[src/supervisor_pkg.sv]
// package: register map, field layout, timing constants and types of the supply supervisor block
package supervisor_pkg;
  localparam int unsigned CLK_MHZ = 125;
  localparam int unsigned FULL_SETTLE_NS = 2000;
  localparam int unsigned SLOW_SETTLE_US = 150;
  localparam int unsigned FULL_SETTLE_CYC = (FULL_SETTLE_NS * CLK_MHZ + 999) / 1000;
  localparam int unsigned SLOW_SETTLE_CYC = SLOW_SETTLE_US * CLK_MHZ;
  localparam int unsigned CNT_W = 16;

  // byte offsets of the APB registers
  localparam logic [7:0] ADDR_CORE_CTL = 8'h00;
  localparam logic [7:0] ADDR_SUPPLY_CTL = 8'h04;
  localparam logic [7:0] ADDR_FLAGS = 8'h08;
  localparam logic [7:0] ADDR_MASK = 8'h0c;
  localparam logic [7:0] ADDR_STATE = 8'h10;
  localparam logic [7:0] ADDR_POWER = 8'h14;

  // control field positions (same layout on both sides)
  localparam int unsigned B_SUP_EN = 0;
  localparam int unsigned B_SUP_KEEP = 1;
  localparam int unsigned B_SUP_FP = 2;
  localparam int unsigned B_AUTO = 3;
  localparam int unsigned B_MON_EN = 4;
  localparam int unsigned B_MON_FP = 5;
  localparam int unsigned B_OVP_EN = 6;
  localparam int unsigned CTL_W = 7;
  localparam logic [CTL_W-1:0] CORE_CTL_RST = 7'h05;
  localparam logic [CTL_W-1:0] SUPPLY_CTL_RST = 7'h01;

  // status flag positions
  localparam int unsigned F_CORE_DLY = 0;
  localparam int unsigned F_SUPPLY_DLY = 1;
  localparam int unsigned F_OVP = 2;
  localparam int unsigned F_CORE_TRIP = 3;
  localparam int unsigned FLAG_W = 4;

  localparam logic [1:0] PERF_OFF = 2'h0;
  localparam logic [1:0] PERF_NORMAL = 2'h1;
  localparam logic [1:0] PERF_FULL = 2'h2;

  typedef enum logic [1:0] {
    PM_ACTIVE = 2'b00,
    PM_SLEEP = 2'b01,
    PM_WAKE = 2'b10
  } pm_state_e;

  typedef struct packed {
    logic [1:0] core_supervisor;
    logic [1:0] core_monitor;
    logic [1:0] supply_supervisor;
    logic [1:0] supply_monitor;
  } sup_state_s;
endpackage

[src/supply_supervisor_lpm_control.sv]
// supply supervisor control: apb registers, low-power states, settling, wake-up, reset
//
// Function
// (RL1) core supervisor full performance: about 2 us comparator settling delay.
// (RL2) core supervisor normal performance: about 150 us settling delay.
// (RL3) software clears full-performance bit before raising core voltage.
// (RL4) delay-pending flag set after control write; no deep sleep until clear.
// (RL5) fast wake-up if core supervisor off or full; slow if enabled normal.
// (RL6) slow wake-up lasts about 150 us.
// (RL7) core supervisor deep-sleep state from enable, keep bit and auto control.
// (RL8) core monitor: manual keeps state, auto drops one performance level.
// (RL9) supply supervisor deep-sleep state from enable, keep bit and auto control.
// (RL10) supply auto control turns supply monitor off in deep sleep.
// (RL11) overvoltage with protection enabled causes power-on reset; here only with the supply monitor enabled and outside deep sleep.
// (RL12) stuck wake-up recovered by external reset, power cycle or power-up clear.
// (RL13) software adds 150 us delay when fast wake-up is used.
// (RL14) pending flag set on write acceptance, cleared at counter expiry.
//
// The register addresses and register access over APB are this design's own decisions.
`timescale 1ns/1ps
module supply_supervisor_lpm_control
  import supervisor_pkg::*;
(
  // clock and reset
  input wire logic clk,
  input wire logic rst_n,
  input wire logic power_up_clear,
  // apb slave
  input wire logic psel,
  input wire logic penable,
  input wire logic pwrite,
  input wire logic [7:0] paddr,
  input wire logic [31:0] pwdata,
  output logic [31:0] prdata,
  output logic pready,
  output logic pslverr,
  // power mode and comparators
  input wire logic deep_sleep_req,
  input wire logic wake_req,
  input wire logic overvoltage_detect,
  input wire logic core_trip,
  // results
  output sup_state_s sup_state,
  output logic cpu_hold,
  output logic por_request,
  output logic irq
);
  logic [CTL_W-1:0] core_side_control, next_core_ctl;
  logic [CTL_W-1:0] supply_side_control, next_supply_ctl;
  logic [FLAG_W-1:0] power_flags, next_flags;
  logic [FLAG_W-1:0] flag_mask, next_mask;
  logic [31:0] next_prdata;
  logic next_pready, next_pslverr;
  pm_state_e pm, next_pm;
  sup_state_s next_sup;
  logic next_hold, next_por, next_irq;
  logic core_start, supply_start, core_pending, supply_pending;
  logic core_done, supply_done, wake_pending, wake_done, wake_start;
  logic [CNT_W-1:0] core_load, wake_load;
  logic acc, wr, rd, slow_wake, sleeping;
  logic [FLAG_W-1:0] ev;

  assign acc = psel && penable;
  assign wr = acc && pwrite;
  assign rd = acc && !pwrite;
  assign core_start = wr && paddr == ADDR_CORE_CTL; // RL14
  assign supply_start = wr && paddr == ADDR_SUPPLY_CTL; // RL14
  // settle length chosen from the value being written
  assign core_load = pwdata[B_SUP_FP] ? CNT_W'(FULL_SETTLE_CYC) // RL1
                                      : CNT_W'(SLOW_SETTLE_CYC); // RL2
  assign slow_wake = core_side_control[B_SUP_EN] && !core_side_control[B_SUP_FP]; // RL5
  assign wake_load = slow_wake ? CNT_W'(SLOW_SETTLE_CYC) : CNT_W'(FULL_SETTLE_CYC); // RL6
  assign wake_start = pm == PM_SLEEP && wake_req;
  assign sleeping = pm == PM_SLEEP;

  settle_timer u_core_timer (
    .clk(clk),
    .rst_n(rst_n),
    .start(core_start),
    .load(core_load),
    .pending(core_pending),
    .done(core_done)
  );

  settle_timer u_supply_timer (
    .clk(clk),
    .rst_n(rst_n),
    .start(supply_start),
    .load(CNT_W'(SLOW_SETTLE_CYC)),
    .pending(supply_pending),
    .done(supply_done)
  );

  settle_timer u_wake_timer (
    .clk(clk),
    .rst_n(rst_n),
    .start(wake_start),
    .load(wake_load),
    .pending(wake_pending),
    .done(wake_done)
  );

  // apb registers and flags
  always_comb begin
    next_core_ctl = core_side_control;
    next_supply_ctl = supply_side_control;
    next_mask = flag_mask;
    next_prdata = '0;
    next_pready = 1'b0;
    next_pslverr = 1'b0;
    ev = '0;
    ev[F_OVP] = overvoltage_detect && supply_side_control[B_OVP_EN];
    ev[F_CORE_TRIP] = core_trip && !core_pending;
    next_flags = power_flags;
    // delay flags mirror the counters; they cannot be cleared by software
    next_flags[F_CORE_DLY] = core_pending || core_start; // RL4
    next_flags[F_SUPPLY_DLY] = supply_pending || supply_start; // RL4
    if (psel && !penable) begin
      next_pready = 1'b1;
    end
    if (acc && pready) begin
      if (wr) begin
        unique case (paddr)
          ADDR_CORE_CTL: next_core_ctl = pwdata[CTL_W-1:0];
          ADDR_SUPPLY_CTL: next_supply_ctl = pwdata[CTL_W-1:0];
          ADDR_MASK: next_mask = pwdata[FLAG_W-1:0];
          ADDR_FLAGS, ADDR_STATE, ADDR_POWER: ;
          default: next_pslverr = 1'b0;
        endcase
      end
    end
    if (psel && !penable) begin
      unique case (paddr)
        ADDR_CORE_CTL: next_prdata = {25'h0, core_side_control};
        ADDR_SUPPLY_CTL: next_prdata = {25'h0, supply_side_control};
        ADDR_FLAGS: next_prdata = {28'h0, power_flags};
        ADDR_MASK: next_prdata = {28'h0, flag_mask};
        ADDR_STATE: next_prdata = {24'h0, sup_state};
        ADDR_POWER: next_prdata = {29'h0, cpu_hold, pm};
        default: next_pslverr = !pwrite;
      endcase
      if (!(paddr inside {ADDR_CORE_CTL, ADDR_SUPPLY_CTL, ADDR_FLAGS, ADDR_MASK,
                          ADDR_STATE, ADDR_POWER})) begin
        next_pslverr = 1'b1;
      end
    end
    // read clears sticky event flags; a new event in the same cycle wins
    // only what the read returned is cleared, so an event after the setup cycle survives
    if (rd && paddr == ADDR_FLAGS) begin
      next_flags[F_OVP] = power_flags[F_OVP] && !prdata[F_OVP];
      next_flags[F_CORE_TRIP] = power_flags[F_CORE_TRIP] && !prdata[F_CORE_TRIP];
    end
    next_flags[F_OVP] = next_flags[F_OVP] | ev[F_OVP];
    next_flags[F_CORE_TRIP] = next_flags[F_CORE_TRIP] | ev[F_CORE_TRIP];
  end

  always_ff @(posedge clk or negedge rst_n) begin
    if (!rst_n) begin
      core_side_control <= CORE_CTL_RST;
      supply_side_control <= SUPPLY_CTL_RST;
      power_flags <= '0;
      flag_mask <= '0;
      prdata <= '0;
      pready <= 1'b0;
      pslverr <= 1'b0;
    end else if (power_up_clear) begin
      core_side_control <= CORE_CTL_RST;
      supply_side_control <= SUPPLY_CTL_RST;
      power_flags <= '0;
      flag_mask <= '0;
      prdata <= '0;
      pready <= 1'b0;
      pslverr <= 1'b0;
    end else begin
      core_side_control <= next_core_ctl;
      supply_side_control <= next_supply_ctl;
      power_flags <= next_flags;
      flag_mask <= next_mask;
      prdata <= next_prdata;
      pready <= next_pready;
      pslverr <= next_pslverr;
    end
  end

  // performance state of one unit in deep sleep
  function automatic logic [1:0] deep_state(input logic [1:0] act, input logic keep,
                                            input logic auto_ctl);
    logic [1:0] r;
    r = PERF_OFF;
    // the keep bit gates both modes: without it the unit is off in deep sleep
    if (keep && auto_ctl) begin
      r = (act == PERF_FULL) ? PERF_NORMAL : PERF_OFF;
    end else if (keep) begin
      r = act;
    end
    return r;
  endfunction

  // power mode sequencing and outputs
  always_comb begin
    logic [1:0] c_sup, c_mon, s_sup, s_mon;
    c_sup = !core_side_control[B_SUP_EN] ? PERF_OFF :
            core_side_control[B_SUP_FP] ? PERF_FULL : PERF_NORMAL;
    c_mon = !core_side_control[B_MON_EN] ? PERF_OFF :
            core_side_control[B_MON_FP] ? PERF_FULL : PERF_NORMAL;
    s_sup = !supply_side_control[B_SUP_EN] ? PERF_OFF :
            supply_side_control[B_SUP_FP] ? PERF_FULL : PERF_NORMAL;
    s_mon = !supply_side_control[B_MON_EN] ? PERF_OFF :
            supply_side_control[B_MON_FP] ? PERF_FULL : PERF_NORMAL;
    next_pm = pm;
    unique case (pm)
      // entry refused while either settling delay is still running
      PM_ACTIVE: if (deep_sleep_req && !core_pending && !supply_pending) next_pm = PM_SLEEP; // RL4
      PM_SLEEP: if (wake_req) next_pm = PM_WAKE;
      PM_WAKE: if (wake_done) next_pm = PM_ACTIVE; // RL5
      default: next_pm = PM_ACTIVE;
    endcase
    next_sup.core_supervisor = c_sup;
    next_sup.core_monitor = c_mon;
    next_sup.supply_supervisor = s_sup;
    next_sup.supply_monitor = s_mon;
    if (next_pm == PM_SLEEP) begin
      next_sup.core_supervisor = deep_state(c_sup, core_side_control[B_SUP_KEEP],
                                            core_side_control[B_AUTO]); // RL7
      next_sup.core_monitor = deep_state(c_mon, 1'b1, core_side_control[B_AUTO]); // RL8
      next_sup.supply_supervisor = deep_state(s_sup, supply_side_control[B_SUP_KEEP],
                                              supply_side_control[B_AUTO]); // RL9
      // automatic control keeps the supply monitor off, which also avoids false trips
      next_sup.supply_monitor = supply_side_control[B_AUTO] ? PERF_OFF : s_mon; // RL10
    end
    next_hold = next_pm != PM_ACTIVE;
    next_por = overvoltage_detect && supply_side_control[B_OVP_EN] && s_mon != PERF_OFF
               && !sleeping; // RL11
    next_irq = |(next_flags & next_mask);
  end

  // power_up_clear also drags a stuck sleep back to active
  always_ff @(posedge clk or negedge rst_n) begin
    if (!rst_n) begin
      pm <= PM_ACTIVE; // RL12
      sup_state <= '0;
      cpu_hold <= 1'b0;
      por_request <= 1'b0;
      irq <= 1'b0;
    end else if (power_up_clear) begin
      pm <= PM_ACTIVE; // RL12
      sup_state <= '0;
      cpu_hold <= 1'b0;
      por_request <= 1'b0;
      irq <= 1'b0;
    end else begin
      pm <= next_pm;
      sup_state <= next_sup;
      cpu_hold <= next_hold;
      por_request <= next_por;
      irq <= next_irq;
    end
  end

  property p_delay_set;
    @(posedge clk) disable iff (!rst_n || power_up_clear)
      core_start |=> power_flags[F_CORE_DLY];
  endproperty
  a_delay_set: assert property (p_delay_set) else $error("core delay flag not set"); // RL14

  property p_full_settle;
    @(posedge clk) disable iff (!rst_n || power_up_clear)
      core_start && pwdata[B_SUP_FP] |=> core_pending [*8] ##[200:260] !core_pending;
  endproperty
  a_full_settle: assert property (p_full_settle) else $error("full settle length wrong"); // RL1

  property p_slow_settle;
    @(posedge clk) disable iff (!rst_n || power_up_clear)
      core_start && !pwdata[B_SUP_FP] && !supply_start ##1 !core_start [*8]
        |-> core_pending;
  endproperty
  a_slow_settle: assert property (p_slow_settle) else $error("slow settle ended early"); // RL2

  property p_no_sleep_pending;
    @(posedge clk) disable iff (!rst_n || power_up_clear)
      pm == PM_ACTIVE && (core_pending || supply_pending) |=> pm != PM_SLEEP;
  endproperty
  a_no_sleep_pending: assert property (p_no_sleep_pending) else $error("sleep while pending"); // RL4

  property p_wake_hold;
    @(posedge clk) disable iff (!rst_n || power_up_clear)
      pm == PM_WAKE |-> cpu_hold;
  endproperty
  a_wake_hold: assert property (p_wake_hold) else $error("cpu released during wake"); // RL5

  property p_core_off;
    @(posedge clk) disable iff (!rst_n || power_up_clear)
      pm == PM_SLEEP && $stable(pm) && !core_side_control[B_SUP_EN]
        |-> sup_state.core_supervisor == PERF_OFF;
  endproperty
  a_core_off: assert property (p_core_off) else $error("disabled core supervisor on"); // RL7

  property p_supply_mon_auto;
    @(posedge clk) disable iff (!rst_n || power_up_clear)
      pm == PM_SLEEP && $past(pm) == PM_SLEEP && supply_side_control[B_AUTO]
        && $stable(supply_side_control) |-> sup_state.supply_monitor == PERF_OFF;
  endproperty
  a_supply_mon_auto: assert property (p_supply_mon_auto) else $error("supply monitor on"); // RL10

  property p_ovp;
    @(posedge clk) disable iff (!rst_n || power_up_clear)
      overvoltage_detect && supply_side_control[B_OVP_EN] && supply_side_control[B_MON_EN]
        && pm != PM_SLEEP |=> por_request;
  endproperty
  a_ovp: assert property (p_ovp) else $error("no reset on overvoltage"); // RL11
endmodule

[src/settle_timer.sv]
// settling counter: loads on a start pulse, pending until it runs out
`timescale 1ns/1ps
module settle_timer
  import supervisor_pkg::*;
(
  // clock and reset
  input wire logic clk,
  input wire logic rst_n,
  // control
  input wire logic start,
  input wire logic [CNT_W-1:0] load,
  // status
  output logic pending,
  output logic done
);
  logic [CNT_W-1:0] cnt;
  logic [CNT_W-1:0] next_cnt;
  logic next_pending;
  logic next_done;

  always_comb begin
    next_cnt = cnt;
    next_pending = pending;
    next_done = 1'b0;
    if (start) begin
      next_cnt = load;
      next_pending = 1'b1;
    end else if (pending) begin
      if (cnt <= CNT_W'(1)) begin
        next_pending = 1'b0;
        next_done = 1'b1;
        next_cnt = '0;
      end else begin
        next_cnt = cnt - CNT_W'(1);
      end
    end
  end

  always_ff @(posedge clk or negedge rst_n) begin
    if (!rst_n) begin
      cnt <= '0;
      pending <= 1'b0;
      done <= 1'b0;
    end else begin
      cnt <= next_cnt;
      pending <= next_pending;
      done <= next_done;
    end
  end
endmodule

[config.mk]
export PLATFORM = sky130hd
export DESIGN_NAME = supply_supervisor_lpm_control
export DESIGN_NICKNAME = d
export VERILOG_FILES = /design/src/supervisor_pkg.sv /design/src/supply_supervisor_lpm_control.sv /design/src/settle_timer.sv
export SDC_FILE = /design/constraint.sdc
export NUM_CORES = 1
export LEC_CHECK = 0
export BUFFER_PORTS_ARGS = -buffer_cell sky130_fd_sc_hd__buf_2
export CORE_UTILIZATION = 25
export CTS_CLUSTER_DIAMETER = 60
export DETAILED_ROUTE_END_ITERATION = 16
export MAX_ROUTING_LAYER = met4
export PLACE_DENSITY = 0.43
export RECOVER_POWER = 25
export SLEW_MARGIN = 20
export SYNTH_ARGS = -nofsm -noshare
export SYNTH_HDL_FRONTEND = slang
export SYNTH_SLANG_ARGS = --single-unit
[constraint.sdc]
create_clock -name clk -period 2.35 [get_ports clk]
set_clock_uncertainty 0.15 [all_clocks]
set_input_delay 0 -clock clk [delete_from_list [all_inputs] [get_ports clk]]
set_output_delay 0 -clock clk [all_outputs]
set_load 0.005 [all_outputs]
==> flow_summary.yaml <==
timing:
  min_period_ps: 2220
  hold_viol_final: 0
  period_share_pct: 94.5
  fmax_ghz: 0.450
  rsz0062_at_grt: "false"
  hold_slack_ps: 5.85
  setup-violations-final: 0
  slew_headroom_pct: 29.8
  tightest_slew_ps: 1050
  final_max_slew_viol_count: 0
  finalSetupTns_ps: 0
synth:
  avgSynthCellArea_sq_um: 9.35
  synth_area_sq_um: 5320
  async_reset_ff_share_pct: 100
  synthDistinctLibCells: 76
  yosys_register_bits: 97
  netlist_instances: 569
  yosysWarnings: 0
  synthFlopType: "dfrtp_1"
  synth_enable_flop_cells: 0
  synth_seq_area_share_pct: 45.7
cts:
  cts-root-buf: "clkbuf_16"
  insertion_delay_ps: 350
  cts_tree: "yes"
  htreeDepth: 3
  cts_max_path_buffers: 2
  cts-buffers-inserted: 9
  clkSlewWorstSetupHoldPaths_ps: 70
  clkSinkCount: 97
drt:
  drtIter0Drc: 275
  wl_met3_um: 481
  detail_route.wl_per_cell_um: 15.1
  drc: 0
  met2WireLength_um: 6770
  viasPerCell: 4.90
  highest_layer: "met4"
  dr_total_vias: 4582
  wl_um: 14100
  drtPass1Iterations: 5
  wl_met1_um: 6620
  ant_nets: 0
layout:
  syn2layout_area_growth_pct: 22.7
  layout.nets: 711
  finish.utilization_pct: 31.2
  diodes: 0
  drive_gt1_share_pct: 20.3
  instances_no_fill: 935
critical_path:
  cp.arrival_ps: 2300
  path_max_fanout: 7
  slowest_delay_ps: 580
  cp_slowest_cell: "or4_4"
  path_cells: "or4_4 > nand4b_4 > nor2_4 > o21ai_0 > a221o_1"
  cp-end-kind: "flop"
  critical_path_required_ps: 2430
  critPathLaunchType: "flop"
  path_class: "reg -> reg"
run:
  maxCapViolCount: 0
global_routing:
  antenna_found_initial: 0
  grt_max_degree: 53
  grt_overflow: 0
  grt_first_pass_wirelength_um: 23200
  first_global_vias: 4493
  grt_usage_pct: 13.9
placed_design:
  hpwlAfterDp_um: 10300
  gp_congestion: 0.803
  placed_cells: 902
  io_buffers: 45
floorplan:
  initial_core_util_pct: 25.4
  die_y_um: 148
  coreArea_sq_um: 21000
  num_rows: 53
  ios: 95
  chipWidth_um: 148
  dieArea_sq_um: 21900
power:
  vdd_drop_max_uv: 309
  p_per_area_nw_per_um2: 809
  p_leak_nw: 2.85
min_path:
  hp-class: "in -> reg"
outcome:
  status: "finished, final reports clean"
## critical path: cells and delay by family, from the launching register on
kind	cells	cell delay [ps]
compound gates	2	480
flops	1	410
simple gates	3	1050
## sequential cells by signal (all words and copies together), names as in the netlist, 4 cells and up
| signal | cells |
|---|---|
| u_supply_timer.cnt | 16 |
| u_core_timer.cnt | 16 |
| flag_mask | 4 |
| supply_side_control | 7 |
| core_side_control | 7 |
| sup_state | 8 |
| power_flags | 4 |
| u_wake_timer.cnt | 16 |
| prdata | 8 |
## timing repair
item,4_1_cts,5_1_grt
hold buffers,17,0
hold endpoints to repair,127,0
resized for setup,0,8
setup buffers,0,0
endpoints found under the setup margin,0,10
## cell type report
class | instances | area [sq um]
Tap cell | 275 | 344
Inverter | 18 | 67.6
Timing Repair Buffer | 95 | 648
Multi-Input combinational cell | 434 | 2670
Sequential cell | 97 | 2430
Fill cell | 2231 | 14400
Clock buffer | 9 | 225
Clock inverter | 7 | 143
## stage by stage
step,area [sq um],setup WS [ps],total power [mW]
floorplan,5410,266,3.04
global placement,5970,87.7,3.43
detailed placement,5970,72.4,3.45
CTS,6510,31.3,5.32
global route,6530,19.1,5.63
finish,6530,130,5.29
## final timing paths
kind	start	endpoint	slack, ps	cells after the start
hold / removal	penable	prdata[4]	6	5
setup / recovery	u_core_timer.cnt[10]	u_core_timer.cnt[5]	130	5
setup reg to reg	u_core_timer.cnt[10]	u_core_timer.cnt[5]	130	5
max in group asynchronous	rst_n	u_wake_timer.cnt[6]	860	3
hold reg to reg	supply_side_control[5]	sup_state[0]	320	1
min in group asynchronous	rst_n	u_wake_timer.cnt[11]	220	2
## placed cells by master, fill, tap and decap left out, types with 9 or more instances in the layout
master,Yosys,layout
inv_1,18,18
a31oi_1,17,17
dlygate4sd3_1,0,17
buf_4,24,31
o21ai_0,27,27
nor2b_1,9,9
a21oi_1,39,39
nor2_1,46,46
nand2_1,59,59
nand3_1,21,20
dfrtp_1,94,93
conb_1,1,24
clkbuf_16,0,9
or3_1,9,9
nor3_1,24,24
buf_2,4,41
## kinds of logic (layout without fill, tap and decap cells)
logic type	count (synthesis)	count (layout)	synth area share [%]
adders and majority gates	6	6	1.41
muxes	15	15	3.24
buffers and inverters	61	129	6.37
DFF	97	97	45.7
and+or+nand+nor	251	251	26.2
xor gates and xnor gates	1	1	0.165
AOI/OAI and AO/OA	137	137	16.9
other	1	24	0.0705
## synthesized netlist by cell type (all sizes together), types with 9 or more instances
master  instances  area [sq um]
dfrtp          94          2350
nand2          59           221
nor2           47           179
a21oi          39           195
buf            28           200
o21ai          28           140
nor3           25           130
nand3          21           105
inv            18          67.6
a31oi          17           106
clkbuf         14          62.6
nor4           12           111
nor2b           9          56.3
or3             9          56.3
## routing by layer
layer	up-vias	track usage, %
li1	2222	-
met1	2251	18.0
met2	97	22.4
met3	12	1.70
met4	0	5.21
met5	-	-
## report_power, final
group | leakage [nW] | switching, mW | total (mW) | internal [mW]
combinational | 1.46 | 0.669 | 1.24 | 0.574
sequential | 1.21 | 0.282 | 2.22 | 1.94
clock | 0.180 | 0.669 | 1.82 | 1.15
total | 2.85 | 1.62 | 5.29 | 3.66
Note: power is estimated with default switching activity, not from simulation.
